### src/hw/rficr_map.vh
`ifndef RFICR_MAP_VH
`define RFICR_MAP_VH

// ----------------------------------------
// register indices, byte address = 4 * index
// ----------------------------------------
`define RFICR_IDX_POWER_DOWN 12'h500
`define RFICR_IDX_FAMILY_01 12'h501
`define RFICR_IDX_FAMILY_23 12'h502
`define RFICR_IDX_PROFILE_P0 12'h503
`define RFICR_IDX_PROFILE_P1 12'h504
`define RFICR_IDX_PROFILE_P2 12'h505
`define RFICR_IDX_PROFILE_P3 12'h506
`define RFICR_IDX_THRESHOLD 12'h507
`define RFICR_IDX_MASTER_STAT 12'h508
`define RFICR_IDX_SLEEP_STAT 12'h509

// ----------------------------------------
// register select codes
// ----------------------------------------
`define RFICR_SEL_POWER_DOWN 4'h0
`define RFICR_SEL_FAMILY_01 4'h1
`define RFICR_SEL_FAMILY_23 4'h2
`define RFICR_SEL_PROFILE_P0 4'h3
`define RFICR_SEL_PROFILE_P1 4'h4
`define RFICR_SEL_PROFILE_P2 4'h5
`define RFICR_SEL_PROFILE_P3 4'h6
`define RFICR_SEL_THRESHOLD 4'h7
`define RFICR_SEL_MASTER_STAT 4'h8
`define RFICR_SEL_SLEEP_STAT 4'h9
`define RFICR_SEL_NONE 4'hF

// ----------------------------------------
// reset values
// ----------------------------------------
`define RFICR_RST_POWER_DOWN 8'h00
`define RFICR_RST_FAMILY 8'h00
`define RFICR_RST_PROFILE 8'h00
`define RFICR_RST_THRESHOLD 3'h0

// ----------------------------------------
// field layout and encodings
// ----------------------------------------
`define RFICR_THRESHOLD_MSB 2
`define RFICR_FAM_DIFF 2'h0
`define RFICR_FAM_DISABLED 2'h0
`define RFICR_FAM_CMOS_1V2 2'h1
`define RFICR_FAM_CMOS_1V8 2'h2
`define RFICR_FAM_CMOS_3V0 2'h3
`define RFICR_PROF_EN_BIT 3
`define RFICR_RESP_OKAY 2'h0
`define RFICR_RESP_SLVERR 2'h2

`endif

### src/hw/rficr_regs.v
// Operation
// - each of the eight receivers has its own power-down bit, input 2p is pair p positive, 2p+1 its negative.
// - a power-down bit of 0 keeps its receiver running, 1 powers it down, and all reset to 0.
// - with all eight power-down bits set the whole receiver section goes into deep sleep.
// - positive family 00 is differential, 01/10/11 are the three CMOS ranges, reset 00.
// - the negative family field is ignored while the pair's positive family is 00.
// - negative family 00 disables that receiver, 01/10/11 are the three CMOS ranges, reset 00.
// - family register one holds pair1 at bits 7:4 and pair0 at 3:0, register two pair3 and pair2.
// - each input has a manual-profile enable, 0 automatic at reset, negative at bit 7, positive at bit 3.
// - each input has a 3-bit manual profile picking profile 0 to 7, reset 0.
// - four profile-select registers serve pairs 0 to 3 in ascending address order.
// - a 3-bit threshold, reset 0, makes every reference whose priority is below it a phase master.
// - each profile carries a 3-bit selection priority compared against the threshold.
//
// The implementer's own choice: the AXI4-Lite interface to the registers.
`timescale 1ns/100ps
`default_nettype none

module rficr_regs (
  input wire aclk,
  input wire aresetn,
  input wire [15:0] s_axi_awaddr,
  input wire [2:0] s_axi_awprot,
  input wire s_axi_awvalid,
  output wire s_axi_awready,
  input wire [31:0] s_axi_wdata,
  input wire [3:0] s_axi_wstrb,
  input wire s_axi_wvalid,
  output wire s_axi_wready,
  output wire [1:0] s_axi_bresp,
  output wire s_axi_bvalid,
  input wire s_axi_bready,
  input wire [15:0] s_axi_araddr,
  input wire [2:0] s_axi_arprot,
  input wire s_axi_arvalid,
  output wire s_axi_arready,
  output wire [31:0] s_axi_rdata,
  output wire [1:0] s_axi_rresp,
  output wire s_axi_rvalid,
  input wire s_axi_rready,
  input wire [23:0] auto_profile,
  input wire [23:0] profile_priority,
  output wire [7:0] rx_power_down,
  output wire rx_deep_sleep,
  output wire [7:0] rx_enable,
  output wire [3:0] pair_differential,
  output wire [15:0] rx_family,
  output wire [23:0] input_profile,
  output wire [7:0] phase_master
);
`include "rficr_map.vh"

  // ----------------------------------------
  // address decode
  // ----------------------------------------
  function [3:0] reg_sel;
    input [15:0] addr;
    reg [13:0] idx;
    begin
      idx = addr[15:2];
      if (idx == {2'h0, `RFICR_IDX_POWER_DOWN}) begin
        reg_sel = `RFICR_SEL_POWER_DOWN;
      end else if (idx == {2'h0, `RFICR_IDX_FAMILY_01}) begin
        reg_sel = `RFICR_SEL_FAMILY_01;
      end else if (idx == {2'h0, `RFICR_IDX_FAMILY_23}) begin
        reg_sel = `RFICR_SEL_FAMILY_23;
      end else if (idx == {2'h0, `RFICR_IDX_PROFILE_P0}) begin
        reg_sel = `RFICR_SEL_PROFILE_P0;
      end else if (idx == {2'h0, `RFICR_IDX_PROFILE_P1}) begin
        reg_sel = `RFICR_SEL_PROFILE_P1;
      end else if (idx == {2'h0, `RFICR_IDX_PROFILE_P2}) begin
        reg_sel = `RFICR_SEL_PROFILE_P2;
      end else if (idx == {2'h0, `RFICR_IDX_PROFILE_P3}) begin
        reg_sel = `RFICR_SEL_PROFILE_P3;
      end else if (idx == {2'h0, `RFICR_IDX_THRESHOLD}) begin
        reg_sel = `RFICR_SEL_THRESHOLD;
      end else if (idx == {2'h0, `RFICR_IDX_MASTER_STAT}) begin
        reg_sel = `RFICR_SEL_MASTER_STAT;
      end else if (idx == {2'h0, `RFICR_IDX_SLEEP_STAT}) begin
        reg_sel = `RFICR_SEL_SLEEP_STAT;
      end else begin
        reg_sel = `RFICR_SEL_NONE;
      end
    end
  endfunction

  // ----------------------------------------
  // storage
  // ----------------------------------------
  reg [7:0] power_down_r;
  reg [7:0] family_01_r;
  reg [7:0] family_23_r;
  reg [31:0] profile_sel_r;
  reg [2:0] threshold_r;

  // ----------------------------------------
  // bus state
  // ----------------------------------------
  reg aw_held_r;
  reg w_held_r;
  reg [15:0] awaddr_r;
  reg [7:0] wbyte_r;
  reg wstrb0_r;
  reg bvalid_r;
  reg [1:0] bresp_r;
  reg rvalid_r;
  reg [31:0] rdata_r;
  reg [1:0] rresp_r;

  wire aw_take;
  wire w_take;
  wire wr_go;
  wire ar_take;
  wire [3:0] wr_sel;
  wire [3:0] rd_sel;

  // ----------------------------------------
  // derived configuration
  // ----------------------------------------
  wire [15:0] fam_vec;
  wire [3:0] diff_w;
  wire [15:0] fam_eff_w;
  wire [7:0] en_w;
  wire [23:0] prof_w;
  wire [7:0] master_w;
  wire sleep_w;

  // ----------------------------------------
  // registered outputs
  // ----------------------------------------
  reg [7:0] rx_power_down_r;
  reg rx_deep_sleep_r;
  reg [7:0] rx_enable_r;
  reg [3:0] pair_differential_r;
  reg [15:0] rx_family_r;
  reg [23:0] input_profile_r;
  reg [7:0] phase_master_r;

  // ----------------------------------------
  // write channel
  // ----------------------------------------
  // address and data may arrive in either order; each is held until both
  assign s_axi_awready = ~aw_held_r & ~bvalid_r;
  assign s_axi_wready = ~w_held_r & ~bvalid_r;
  assign aw_take = s_axi_awvalid & s_axi_awready;
  assign w_take = s_axi_wvalid & s_axi_wready;
  assign wr_go = aw_held_r & w_held_r & ~bvalid_r;
  assign wr_sel = reg_sel(awaddr_r);

  always @(posedge aclk) begin
    if (!aresetn) begin
      aw_held_r <= 1'b0;
      w_held_r <= 1'b0;
      awaddr_r <= 16'h0000;
      wbyte_r <= 8'h00;
      wstrb0_r <= 1'b0;
      bvalid_r <= 1'b0;
      bresp_r <= `RFICR_RESP_OKAY;
    end else begin
      if (aw_take) begin
        aw_held_r <= 1'b1;
        awaddr_r <= s_axi_awaddr;
      end
      if (w_take) begin
        w_held_r <= 1'b1;
        wbyte_r <= s_axi_wdata[7:0];
        wstrb0_r <= s_axi_wstrb[0];
      end
      if (wr_go) begin
        aw_held_r <= 1'b0;
        w_held_r <= 1'b0;
        bvalid_r <= 1'b1;
        // status words and holes answer with an error, nothing changes
        if (wr_sel == `RFICR_SEL_NONE || wr_sel == `RFICR_SEL_MASTER_STAT ||
            wr_sel == `RFICR_SEL_SLEEP_STAT) begin
          bresp_r <= `RFICR_RESP_SLVERR;
        end else begin
          bresp_r <= `RFICR_RESP_OKAY;
        end
      end else if (bvalid_r && s_axi_bready) begin
        bvalid_r <= 1'b0;
      end
    end
  end

  assign s_axi_bvalid = bvalid_r;
  assign s_axi_bresp = bresp_r;

  // ----------------------------------------
  // configuration registers
  // ----------------------------------------
  // only byte lane 0 carries data; upper lanes are dropped
  always @(posedge aclk) begin
    if (!aresetn) begin
      power_down_r <= `RFICR_RST_POWER_DOWN;
      family_01_r <= `RFICR_RST_FAMILY;
      family_23_r <= `RFICR_RST_FAMILY;
      profile_sel_r <= {4{`RFICR_RST_PROFILE}};
      threshold_r <= `RFICR_RST_THRESHOLD;
    end else if (wr_go && wstrb0_r) begin
      case (wr_sel)
        `RFICR_SEL_POWER_DOWN: begin
          power_down_r <= wbyte_r;
        end
        `RFICR_SEL_FAMILY_01: begin
          family_01_r <= wbyte_r;
        end
        `RFICR_SEL_FAMILY_23: begin
          family_23_r <= wbyte_r;
        end
        `RFICR_SEL_PROFILE_P0: begin
          profile_sel_r[7:0] <= wbyte_r;
        end
        `RFICR_SEL_PROFILE_P1: begin
          profile_sel_r[15:8] <= wbyte_r;
        end
        `RFICR_SEL_PROFILE_P2: begin
          profile_sel_r[23:16] <= wbyte_r;
        end
        `RFICR_SEL_PROFILE_P3: begin
          profile_sel_r[31:24] <= wbyte_r;
        end
        `RFICR_SEL_THRESHOLD: begin
          threshold_r <= wbyte_r[`RFICR_THRESHOLD_MSB:0];
        end
        default: begin
          threshold_r <= threshold_r;
        end
      endcase
    end
  end

  // ----------------------------------------
  // read channel
  // ----------------------------------------
  assign s_axi_arready = ~rvalid_r;
  assign ar_take = s_axi_arvalid & s_axi_arready;
  assign rd_sel = reg_sel(s_axi_araddr);

  always @(posedge aclk) begin
    if (!aresetn) begin
      rvalid_r <= 1'b0;
      rdata_r <= 32'h00000000;
      rresp_r <= `RFICR_RESP_OKAY;
    end else if (ar_take) begin
      rvalid_r <= 1'b1;
      rresp_r <= `RFICR_RESP_OKAY;
      case (rd_sel)
        `RFICR_SEL_POWER_DOWN: begin
          rdata_r <= {24'h000000, power_down_r};
        end
        `RFICR_SEL_FAMILY_01: begin
          rdata_r <= {24'h000000, family_01_r};
        end
        `RFICR_SEL_FAMILY_23: begin
          rdata_r <= {24'h000000, family_23_r};
        end
        `RFICR_SEL_PROFILE_P0: begin
          rdata_r <= {24'h000000, profile_sel_r[7:0]};
        end
        `RFICR_SEL_PROFILE_P1: begin
          rdata_r <= {24'h000000, profile_sel_r[15:8]};
        end
        `RFICR_SEL_PROFILE_P2: begin
          rdata_r <= {24'h000000, profile_sel_r[23:16]};
        end
        `RFICR_SEL_PROFILE_P3: begin
          rdata_r <= {24'h000000, profile_sel_r[31:24]};
        end
        `RFICR_SEL_THRESHOLD: begin
          rdata_r <= {29'h00000000, threshold_r};
        end
        `RFICR_SEL_MASTER_STAT: begin
          rdata_r <= {24'h000000, phase_master_r};
        end
        `RFICR_SEL_SLEEP_STAT: begin
          rdata_r <= {31'h00000000, rx_deep_sleep_r};
        end
        default: begin
          rdata_r <= 32'h00000000;
          rresp_r <= `RFICR_RESP_SLVERR;
        end
      endcase
    end else if (rvalid_r && s_axi_rready) begin
      rvalid_r <= 1'b0;
    end
  end

  assign s_axi_rvalid = rvalid_r;
  assign s_axi_rdata = rdata_r;
  assign s_axi_rresp = rresp_r;

  // ----------------------------------------
  // receiver section
  // ----------------------------------------
  // pair p: positive family at [4p+1:4p], negative at [4p+3:4p+2]
  assign fam_vec = {family_23_r, family_01_r};
  assign sleep_w = &power_down_r;

  genvar gp;
  generate
    for (gp = 0; gp < 4; gp = gp + 1) begin : g_pair
      rficr_pair_decode u_pair (
        .pos_family(fam_vec[4*gp+1:4*gp]),
        .neg_family(fam_vec[4*gp+3:4*gp+2]),
        .pos_power_down(power_down_r[2*gp]),
        .neg_power_down(power_down_r[2*gp+1]),
        .differential(diff_w[gp]),
        .pos_family_eff(fam_eff_w[4*gp+1:4*gp]),
        .neg_family_eff(fam_eff_w[4*gp+3:4*gp+2]),
        .pos_enable(en_w[2*gp]),
        .neg_enable(en_w[2*gp+1])
      );
    end
  endgenerate

  // ----------------------------------------
  // profile association
  // ----------------------------------------
  // input i: enable at bit 4i+3, manual profile at [4i+2:4i]
  genvar gi;
  generate
    for (gi = 0; gi < 8; gi = gi + 1) begin : g_input
      rficr_profile_sel u_prof (
        .manual_enable(profile_sel_r[4*gi+`RFICR_PROF_EN_BIT]),
        .manual_profile(profile_sel_r[4*gi+2:4*gi]),
        .auto_profile(auto_profile[3*gi+2:3*gi]),
        .profile_priority(profile_priority),
        .threshold(threshold_r),
        .profile_eff(prof_w[3*gi+2:3*gi]),
        .phase_master(master_w[gi])
      );
    end
  endgenerate

  // ----------------------------------------
  // output flops
  // ----------------------------------------
  // deep sleep overrides every receiver enable
  always @(posedge aclk) begin
    if (!aresetn) begin
      rx_power_down_r <= 8'h00;
      rx_deep_sleep_r <= 1'b0;
      rx_enable_r <= 8'h00;
      pair_differential_r <= 4'h0;
      rx_family_r <= 16'h0000;
      input_profile_r <= 24'h000000;
      phase_master_r <= 8'h00;
    end else begin
      rx_power_down_r <= power_down_r;
      rx_deep_sleep_r <= sleep_w;
      rx_enable_r <= sleep_w ? 8'h00 : en_w;
      pair_differential_r <= diff_w;
      rx_family_r <= fam_eff_w;
      input_profile_r <= prof_w;
      phase_master_r <= master_w;
    end
  end

  assign rx_power_down = rx_power_down_r;
  assign rx_deep_sleep = rx_deep_sleep_r;
  assign rx_enable = rx_enable_r;
  assign pair_differential = pair_differential_r;
  assign rx_family = rx_family_r;
  assign input_profile = input_profile_r;
  assign phase_master = phase_master_r;

endmodule
`default_nettype wire

### src/hw/rficr_pair_decode.v
`timescale 1ns/100ps
`default_nettype none

// ----------------------------------------
// per-pair receiver configuration decode
// ----------------------------------------
module rficr_pair_decode (
  input wire [1:0] pos_family,
  input wire [1:0] neg_family,
  input wire pos_power_down,
  input wire neg_power_down,
  output wire differential,
  output wire [1:0] pos_family_eff,
  output wire [1:0] neg_family_eff,
  output wire pos_enable,
  output wire neg_enable
);
`include "rficr_map.vh"

  assign differential = (pos_family == `RFICR_FAM_DIFF);
  assign pos_family_eff = pos_family;
  // negative family means nothing while the pair is differential
  assign neg_family_eff = differential ? `RFICR_FAM_DISABLED : neg_family;
  assign pos_enable = ~pos_power_down;
  // in differential mode the negative pin is the pair's minus leg
  assign neg_enable = ~neg_power_down &
                      (differential | (neg_family != `RFICR_FAM_DISABLED));

endmodule
`default_nettype wire

### src/hw/rficr_profile_sel.v
`timescale 1ns/100ps
`default_nettype none

// ----------------------------------------
// per-input profile association and phase-master test
// ----------------------------------------
module rficr_profile_sel (
  input wire manual_enable,
  input wire [2:0] manual_profile,
  input wire [2:0] auto_profile,
  input wire [23:0] profile_priority,
  input wire [2:0] threshold,
  output wire [2:0] profile_eff,
  output wire phase_master
);
`include "rficr_map.vh"

  wire [2:0] prio;

  // manual field is a don't-care while automatic mode is selected
  assign profile_eff = manual_enable ? manual_profile : auto_profile;
  assign prio = profile_priority[profile_eff*3 +: 3];
  assign phase_master = (prio < threshold);

endmodule
`default_nettype wire

### config.mk
export PLATFORM = sky130hd
export DESIGN_NAME = rficr_regs
export DESIGN_NICKNAME = d
export VERILOG_FILES = /design/src/hw/rficr_regs.v /design/src/hw/rficr_pair_decode.v /design/src/hw/rficr_profile_sel.v
export VERILOG_INCLUDE_DIRS = /design/src /design/src/hw
export SDC_FILE = /design/constraint.sdc
export NUM_CORES = 1
export LEC_CHECK = 0
export BUFFER_PORTS_ARGS = -buffer_cell sky130_fd_sc_hd__buf_2
export CAP_MARGIN = 20
export CORE_ASPECT_RATIO = 0.75
export CORE_MARGIN = 4
export CORE_UTILIZATION = 40
export CTS_CLUSTER_SIZE = 14
export DETAILED_ROUTE_END_ITERATION = 6
export PLACE_DENSITY = 0.75
export SETUP_SLACK_MARGIN = 0.05
export SLEW_MARGIN = 20
export SYNTH_ARGS = -nofsm -noshare
export SYNTH_HDL_FRONTEND = slang
export SYNTH_SLANG_ARGS = --single-unit
### constraint.sdc
create_clock -name aclk -period 3.5 [get_ports aclk]
set_clock_uncertainty 0.2 [all_clocks]
set_input_delay 0.7 -clock aclk [delete_from_list [all_inputs] [get_ports aclk]]
set_output_delay 0.7 -clock aclk [all_outputs]
set_load 0.03 [all_outputs]
## Word level (Yosys, flattened, before mapping)

Index checks and enable logic that the tools add are counted.

- Input port bits: 129
- Output and inout port bits: 110
- Word-level logic and storage cells: 188
- Register bits after elaboration: 193

- Shift-type cells: 8
- Muxes and demuxes: 35
- Bitwise operators: 28
- $mul: 8
- Reductions and logical operators: 33
- Equality and inequality tests: 39
- $lt $le $gt $ge: 8

Operator list:

| cell | number |
|---|---|
| 14-bit by 11-bit equality test with 1-bit output, second input constant | 20 |
| 24-bit by 6-bit indexed part select with 3-bit output | 8 |
| 8-bit one-hot mux with 10 select lines | 1 |
| 4-bit two-way mux | 16 |
| 3-bit by 2-bit multiplier with 5-bit output, second input constant | 8 |
| 3-bit two-way mux | 12 |
| 4-bit by 3-bit equality test with 1-bit output, second input constant | 8 |
| 3-bit < comparator | 8 |
| 4-bit equality test, second input constant | 5 |
| 4-bit by 2-bit equality test with 1-bit output, second input constant | 4 |
| 2-bit AND reduction | 8 |
| 1-bit NOT | 13 |
| 2-bit nonzero test | 6 |
| 2-bit OR reduction | 6 |
| 1-bit bitwise AND | 11 |
| 10-bit OR reduction | 1 |
| 4-bit by 1-bit equality test with 1-bit output, second input constant | 2 |
| 2-bit zero test | 4 |
| 4-bit zero test | 2 |
| 8-bit AND reduction | 1 |
| 1-bit two-way mux | 4 |
| 2-bit two-way mux | 2 |
| 1-bit bitwise OR | 4 |
| 1-bit logical AND | 3 |
| 1-bit logical OR | 2 |

## Logic depth before layout (Yosys ltp)

Gate-level depths: netlist of the first run.

- Depth after elaboration: 15
- Depth in mapped cells: 8
- Depth with buffers taken out: 7

## By module

Synthesis of the first run repeated with hierarchy kept, for this count alone.

- Cells, all modules: 1156
- Area total of the unflattened synthesis: 9800.6 µm²

By module, submodules not included:

| module | sequential area each (µm²) | cells an instance | times used | area each (µm²) |
|---|---|---|---|---|
| rficr_regs | 3303.2 | 628 | 1 | 6237.2 |
| rficr_profile_sel | 0.0 | 62 | 8 | 420.4 |
| rficr_pair_decode | 0.0 | 8 | 4 | 50.0 |

## Worst setup path after synthesis of the first run

OpenSTA, ideal clock, no wires.

- Kind: input-to-reg
- Start point: input auto_profile[0]
- End point: register phase_master_r[0] (netlist: phase_master[0])
- Data required time: 3184 ps
- Library setup time: 116 ps
- Path buffers: 0
- Path slack: 662 ps
- Arrival: 2521 ps
- Stages on the path: 7
- Path through: mux2i_1 mux4_2 mux2_2 ha_1 inv_1 o21ai_0 nand2_1

- Word-level cells in the longest chain between the ends: 4

RTL lines:

| item | RTL line | RTL |
|---|---|---|
| from (decl) | rficr_regs.v:41 | `input wire [23:0] auto_profile,` |
| 3-bit two-way mux | rficr_profile_sel.v:21 | `assign profile_eff = manual_enable ? manual_profile : auto_profile;` |
| 3-bit by 2-bit multiplier with 5-bit output | rficr_profile_sel.v:22 | `assign prio = profile_priority[profile_eff*3 +: 3];` |
| 24-bit by 6-bit indexed part select with 3-bit output | rficr_profile_sel.v:22 |  |
| 3-bit < comparator | rficr_profile_sel.v:23 | `assign phase_master = (prio < threshold);` |
| to (signal assigned) | rficr_regs.v:356 | `phase_master_r <= master_w;` |
| to (decl) | rficr_regs.v:137 | `reg [7:0] phase_master_r;` |

Every way passes these cells.
A chain may end at the register's enable or synchronous reset.

## Worst setup path in the final report of the first run

- Start point: register profile_sel_r[3]
- End point: register phase_master_r[0] (netlist: phase_master[0])

- Word-level cells in the longest chain between the ends: 4

RTL lines:

| item | RTL line | RTL |
|---|---|---|
| from (decl) | rficr_regs.v:93 | `reg [31:0] profile_sel_r;` |
| from (signal assigned) | rficr_regs.v:198 | `` profile_sel_r <= {4{`RFICR_RST_PROFILE}}; `` |
| from (signal assigned) | rficr_regs.v:212 | `profile_sel_r[7:0] <= wbyte_r;` |
| 3-bit two-way mux | rficr_profile_sel.v:21 |  |
| 3-bit by 2-bit multiplier with 5-bit output | rficr_profile_sel.v:22 |  |
| 24-bit by 6-bit indexed part select with 3-bit output | rficr_profile_sel.v:22 |  |
| 3-bit < comparator | rficr_profile_sel.v:23 |  |

Every way passes these cells.

==> metrics.csv, run 1 <==
metric,value,unit
PwrDens,461,nW/µm²
num ports,239,
placed cell area,9240,µm²
Starting Density,41.4,%
Slew @ Worst Pin,776,ps
DRC,0,
Top Metal Used,met5,
HP Start,s_axi_rdata[3],
Post-synth EDFFs,0,
clock sinks,165,
post-synth design cell area,8160,µm²
final count of negative-setup-slack endpoints,0,
clk_lat worst skew,430,ps
Met2 Routed Length,10500,µm
global route total overflow,0,
maxcap violations,0,
initial antenna violation count,1,
LEAKAGE,4.05,nW
Routed Antenna Nets,0,
most used flip-flop cell after synthesis,dfxtp_1,
vias per inst,5.44,
post-cts resize count,0,
hold endpoint,s_axi_rdata[3],
Worst EP required,3620,ps
Final Wtd Congestion,0.946,
H-tree depth,4,
Final period util,79.2,%
outcome,"finished, final reports clean",
Slew headroom,46.8,%
global-route wire length before repair,36900,µm
Worst EP arrival,2890,ps
"Async S/R FF share, synth",0,%
hold_buf cts,0,
Syn Inst Count,820,
IO Port Bufs,175,
fmax,361,MHz
"delay-heaviest family, CP",multiplexers,
layout cells sized above 1,29.8,%
Reg2Reg Setup Slack,730,ps
Nets,1132,
most frequent cell after synthesis,dfxtp_1,
DR pass1 iterations,6,
min Tclk post-route,2770,ps
diode count,0,
Die ar.,22800,µm²
largest stage delay on the critical path,710,ps
hold crit path type,flop to flop,
RR Endpoint,phase_master[0],
critical path peak fanout,7,
CP bufs+invs,1,
wl on met1,10500,µm
RSZ-0062 raised after global routing,no,
worst-case vdd ir drop,302,µV
Layout area overhead,20.6,%
initial drt markers,644,
CP max-delay cell,mux2i_1,
Post-CTS Setup Bufs,0,
post-synthesis cell type count,44,
Final Cell Area,9830,µm²
register area share after synthesis,40.5,%
cell-by-cell trace of the critical path,mux2i_1 -> mux4_2 -> mux2_2 -> ha_1 -> inv_1 -> o21ai_0 -> nand2_1,
Syn. warnings,0,
Final HPWL DP,18000,µm
Core Region,19700,µm²
Die Y,132,µm
total track usage,20.6,%
crit end category,flop,
reg2reg path depth,7,
width of the die,173,µm
Root Driver,clkbuf_16,
leading area contributor after synthesis,dfxtp_1,
drt wl/cell,19.1,µm
Seq cells post-synth,165,
Setup TNS Final,0,ps
Core Rows,44,
Hold Path Depth,2,
Clock transition at path regs,70,ps
vias post-DR,6814,
number of global-route vias before repair,6487,
share of the synthesized area in the top cell type,40.5,%
pin count of the biggest net entering global routing,64,
cts bufs inserted,17,
CP Launch Type,flop,
routed wire length,23900,µm
top post-synthesis cells by count,"dfxtp_1, nand2_1, mux2i_1, o21ai_0, nor2b_1",
TritonCTS clock tree,yes,
crit path kind,flop to flop,
syn avg cell area,9.95,µm²
dominant cells by area after synthesis,"dfxtp_1, mux4_2, mux2i_1",
routed length on met3,2380,µm
Final Max Slew Viols,0,
final hold viol count,0,
R2R Path Start,profile_sel_r[3],
clock buffer depth,2,
[cells by family (layout without fill, tap and decap cells)]
group / after synthesis / count (layout) / share of synthesized area, %
AND/OR/NAND/NOR: 304 / 304 / 19.0
flip-flops: 165 / 165 / 40.5
multiplexers: 137 / 137 / 24.6
AO/OA/AOI/OAI: 111 / 111 / 8.17
buffers and inverters: 86 / 241 / 5.18
adder cells (fa/ha/maj): 16 / 16 / 2.45
other: 1 / 26 / 0.0460
[layout by cell type, fill, tap and decap left out, types with 17 or more instances in the layout]
| cell type | netlist | layout |
|---|---|---|
| o21ai_0 | 59 | 59 |
| dfxtp_1 | 165 | 165 |
| nor2b_1 | 50 | 50 |
| and2_1 | 22 | 22 |
| conb_1 | 1 | 26 |
| nand3_1 | 30 | 30 |
| mux2_2 | 21 | 21 |
| nand2_1 | 119 | 119 |
| nor2_1 | 32 | 32 |
| mux2i_1 | 67 | 67 |
| buf_4 | 26 | 19 |
| clkbuf_16 | 0 | 17 |
| mux4_2 | 49 | 49 |
| buf_2 | 2 | 174 |
| a21boi_0 | 24 | 24 |
[power breakdown]
part / leakage, nW / switching [mW] / total, mW / internal, mW
clock: 0.286 / 0.805 / 1.91 / 1.10
sequential: 1.35 / 0.0325 / 1.97 / 1.93
combinational: 2.42 / 0.389 / 0.659 / 0.270
total: 4.05 / 1.23 / 4.53 / 3.31
[tightest hold or removal path, stage by stage (launching register included)]
cell and delay [ps]:
dfxtp_1 320, nand2_1 40, o21ai_0 50
[through the flow]
stage | hold slack [ps] | cells | power [mW] | utilization (%) | setup WS (ps)
after floorplan | 213 | 845 | 2.46 | - | 662
after global placement | 233 | 1221 | 2.65 | 46.9 | 596
after detailed placement | 238 | 1221 | 2.66 | 46.9 | 566
after CTS | 252 | 1253 | 4.56 | 49.9 | 738
after global routing | 290 | 1253 | 4.70 | 49.9 | 579
final | 250 | 1253 | 4.53 | 49.9 | 729
[per-layer routing]
layer / up-vias / global-route usage, %
li1: 3201 / -
met2: 377 / 30.8
met4: 2 / 6.60
met3: 54 / 6.29
met5: - / 0
met1: 3180 / 28.8
[worst max path at each step]
stage,start,end,slack [ps],depth (start not counted)
detailed placement,auto_profile[0],phase_master[0],570,9
floorplan,auto_profile[0],phase_master[0],660,7
CTS,profile_sel_r[3],phase_master[0],740,7
finish,profile_sel_r[3],phase_master[0],730,7
global placement,auto_profile[0],phase_master[0],600,9
global route,profile_sel_r[3],phase_master[0],580,7
[sequential cells by signal, summed over array words and instances, names as in the netlist, 3 cells and up]
register,flops
rx_family,16
threshold_r,3
wbyte_r,8
input_profile,24
pair_differential,4
power_down_r,8
awaddr_r,14
s_axi_rdata,8
rx_enable,8
profile_sel_r,32
family_23_r,8
family_01_r,8
rx_power_down,8
phase_master,8
[cell type report]
class                      count  area, µm²
fill                        1843       9870
multi-input combinational    594       4530
sequential                   165       3300
timing repair buffer         194       1030
clock buffer                  20        457
tap                          253        317
clock inverter                12        143
inverter                      15       56.3
(Power assumes the default switching activity.)
==> run 2: changes to the inputs <==
PLACE_DENSITY = 0.78   (was 0.75)
clock period = 2.3 ns   (was 3.5 ns; I/O delays follow)
==> metrics.csv, run 2 (synthesis gave the netlist of run 1 again) <==
metric,value,unit,change
worst-case vdd ir drop,589,µV,+95%
PwrDens,640,nW/µm²,+39%
global-route wire length before repair,38100,µm,+3.1%
IO Port Bufs,175,,unchanged
drt wl/cell,19.3,µm,+1.0%
crit end category,flop,,
failing checks,setup timing,,
num ports,239,,unchanged
routed wire length,25100,µm,+5.2%
Root Driver,clkbuf_16,,
Core Region,19700,µm²,unchanged
Core Rows,44,,unchanged
CP max-delay cell,mux4_2,,
total track usage,21.3,%,+0.62 points
Storage cell area,3320,µm²,+0.38%
Nets,1184,,+4.6%
Die Y,132,µm,unchanged
initial drt markers,734,,+14%
grt met1 use,28.9,%,+0.16 points
DR pass1 iterations,5,,-1
Final period util,105,%,+26 points
crit path kind,flop to flop,,
placed cells,1263,,+3.4%
Final Wtd Congestion,0.958,,+1.3%
cts bufs inserted,17,,unchanged
Slew headroom,57.3,%,+10 points
Final HPWL DP,18700,µm,+3.8%
RSZ-0062 raised after global routing,yes,,
Reg with most FFs,profile_sel_r,,
met3 usage,5.08,%,-1.2 points
largest stage delay on the critical path,540,ps,-170 ps
layout cells sized above 1,39.4,%,+9.6 points
hold_buf cts,0,,unchanged
"delay-heaviest family, CP",multiplexers,,
Slew @ Worst Pin,640,ps,-136 ps
hold crit path type,primary input to flop,,
vias per inst,5.38,,-1.1%
TritonCTS clock tree,yes,,
Largest register FFs,32,,unchanged
final hold viol count,0,,unchanged
met2 Usage GRT,34.0,%,+3.2 points
clock sinks,165,,unchanged
most frequent cells in the layout,"buf_2, dfxtp_1, nand2_1, buf_4, mux2i_1",,
global route total overflow,0,,unchanged
final std cells w/o fill,1305,,+4.2%
GRT busiest layer,met2,,
CP Launch Type,flop,,
final worst setup slack,-114,ps,-842 ps
Worst EP arrival,2530,ps,-360 ps
Reg2Reg Setup Slack,-110,ps,-840 ps
Starting Density,41.4,%,unchanged
clk_lat worst skew,430,ps,about the same
number of global-route vias before repair,6844,,+5.5%
width of the die,173,µm,unchanged
critical path peak fanout,5,,-2
clock buffer depth,2,,unchanged
LEAKAGE,4.44,nW,+9.6%
min Tclk post-route,2410,ps,-358 ps
fmax,414,MHz,+15%
outcome,"complete, but fails checks",,
pin count of the biggest net entering global routing,54,,-16%
Fillers,1714,,-7.0%
vias post-DR,7019,,+3.0%
Layout area overhead,31.1,%,
H-tree depth,4,,unchanged
cell-by-cell trace of the critical path,mux2i_4 -> mux4_2 -> mux2_4 -> ha_4 -> nor2_4 -> o21ai_2 -> nand2_2,,
DP Worst Slack,-229,ps,-794 ps
CP bufs+invs,0,,-1
Clock transition at path regs,70,ps,about the same
DRC,0,,unchanged
Setup TNS Final,-542,ps,-542 ps
final hold slack,68.2,ps,-182 ps
Routed Antenna Nets,0,,unchanged
Final Max Slew Viols,0,,unchanged
initial antenna violation count,0,,-1
Multi-input gate area,4910,µm²,+8.6%
fin util,54.3,%,+4.4 points
final count of negative-setup-slack endpoints,8,,+8
maxcap violations,0,,unchanged
Die ar.,22800,µm²,unchanged
diode count,0,,unchanged
Worst EP required,2410,ps,-1210 ps
most common library cell in the layout ignoring fill and taps,buf_2,,
==> run 2: area by class of cell <==
type                            instances  share of cell area [%]
Timing Repair Buffer                  246                    14.3
Tap cell                              253                    2.96
Clock inverter                         11                   0.831
Inverter                               15                   0.526
Clock buffer                           21                    4.40
Sequential cell                       165                    31.0
Multi-Input combinational cell        594                    46.0
==> run 2: stage by stage <==
stage	area, µm²	total power, mW
floorplan	8460	3.76
global placement	9760	4.09
detailed placement	9760	4.12
CTS	10500	6.83
global route	10700	7.08
finish	10700	6.84
==> run 2: final timing paths <==
kind | end | cells after the start | startpoint
setup / recovery | phase_master[4] | 7 | profile_sel_r[19]
hold / removal | s_axi_rvalid | 2 | s_axi_arvalid
hold reg to reg | s_axi_rdata[5] | 2 | s_axi_rdata[5]
setup reg to reg | phase_master[4] | 7 | profile_sel_r[19]
==> run 2: worst register-to-register path: stages (launching register included) <==
cell and delay, ps:
dfxtp_2 360, mux2i_4 350, mux4_2 550, mux2_4 300
ha_4 280, nor2_4 40, o21ai_2 150, nand2_2 80
==> run 2: per-layer routing <==
layer | vias up | share of wire, %
met2 | 354 | 46
met3 | 34 | 9.0
met1 | 3316 | 43
met4 | 0 | 1.8
met5 | - | 0
li1 | 3315 | -
==> run 2: where the power goes <==
part / switching [mW] / total, mW / internal (mW)
sequential: 0.0482 / 2.99 / 2.94
clock: 1.20 / 2.69 / 1.49
combinational: 0.652 / 1.16 / 0.512
==> run 2: repair_timing <==
action | 4_1_cts | 5_1_grt
setup buffers | 7 | 1
pin swaps | 7 | 13
cloned | 0 | 2
setup endpoints to repair | 16 | 52
gates resized for setup | 32 | 59
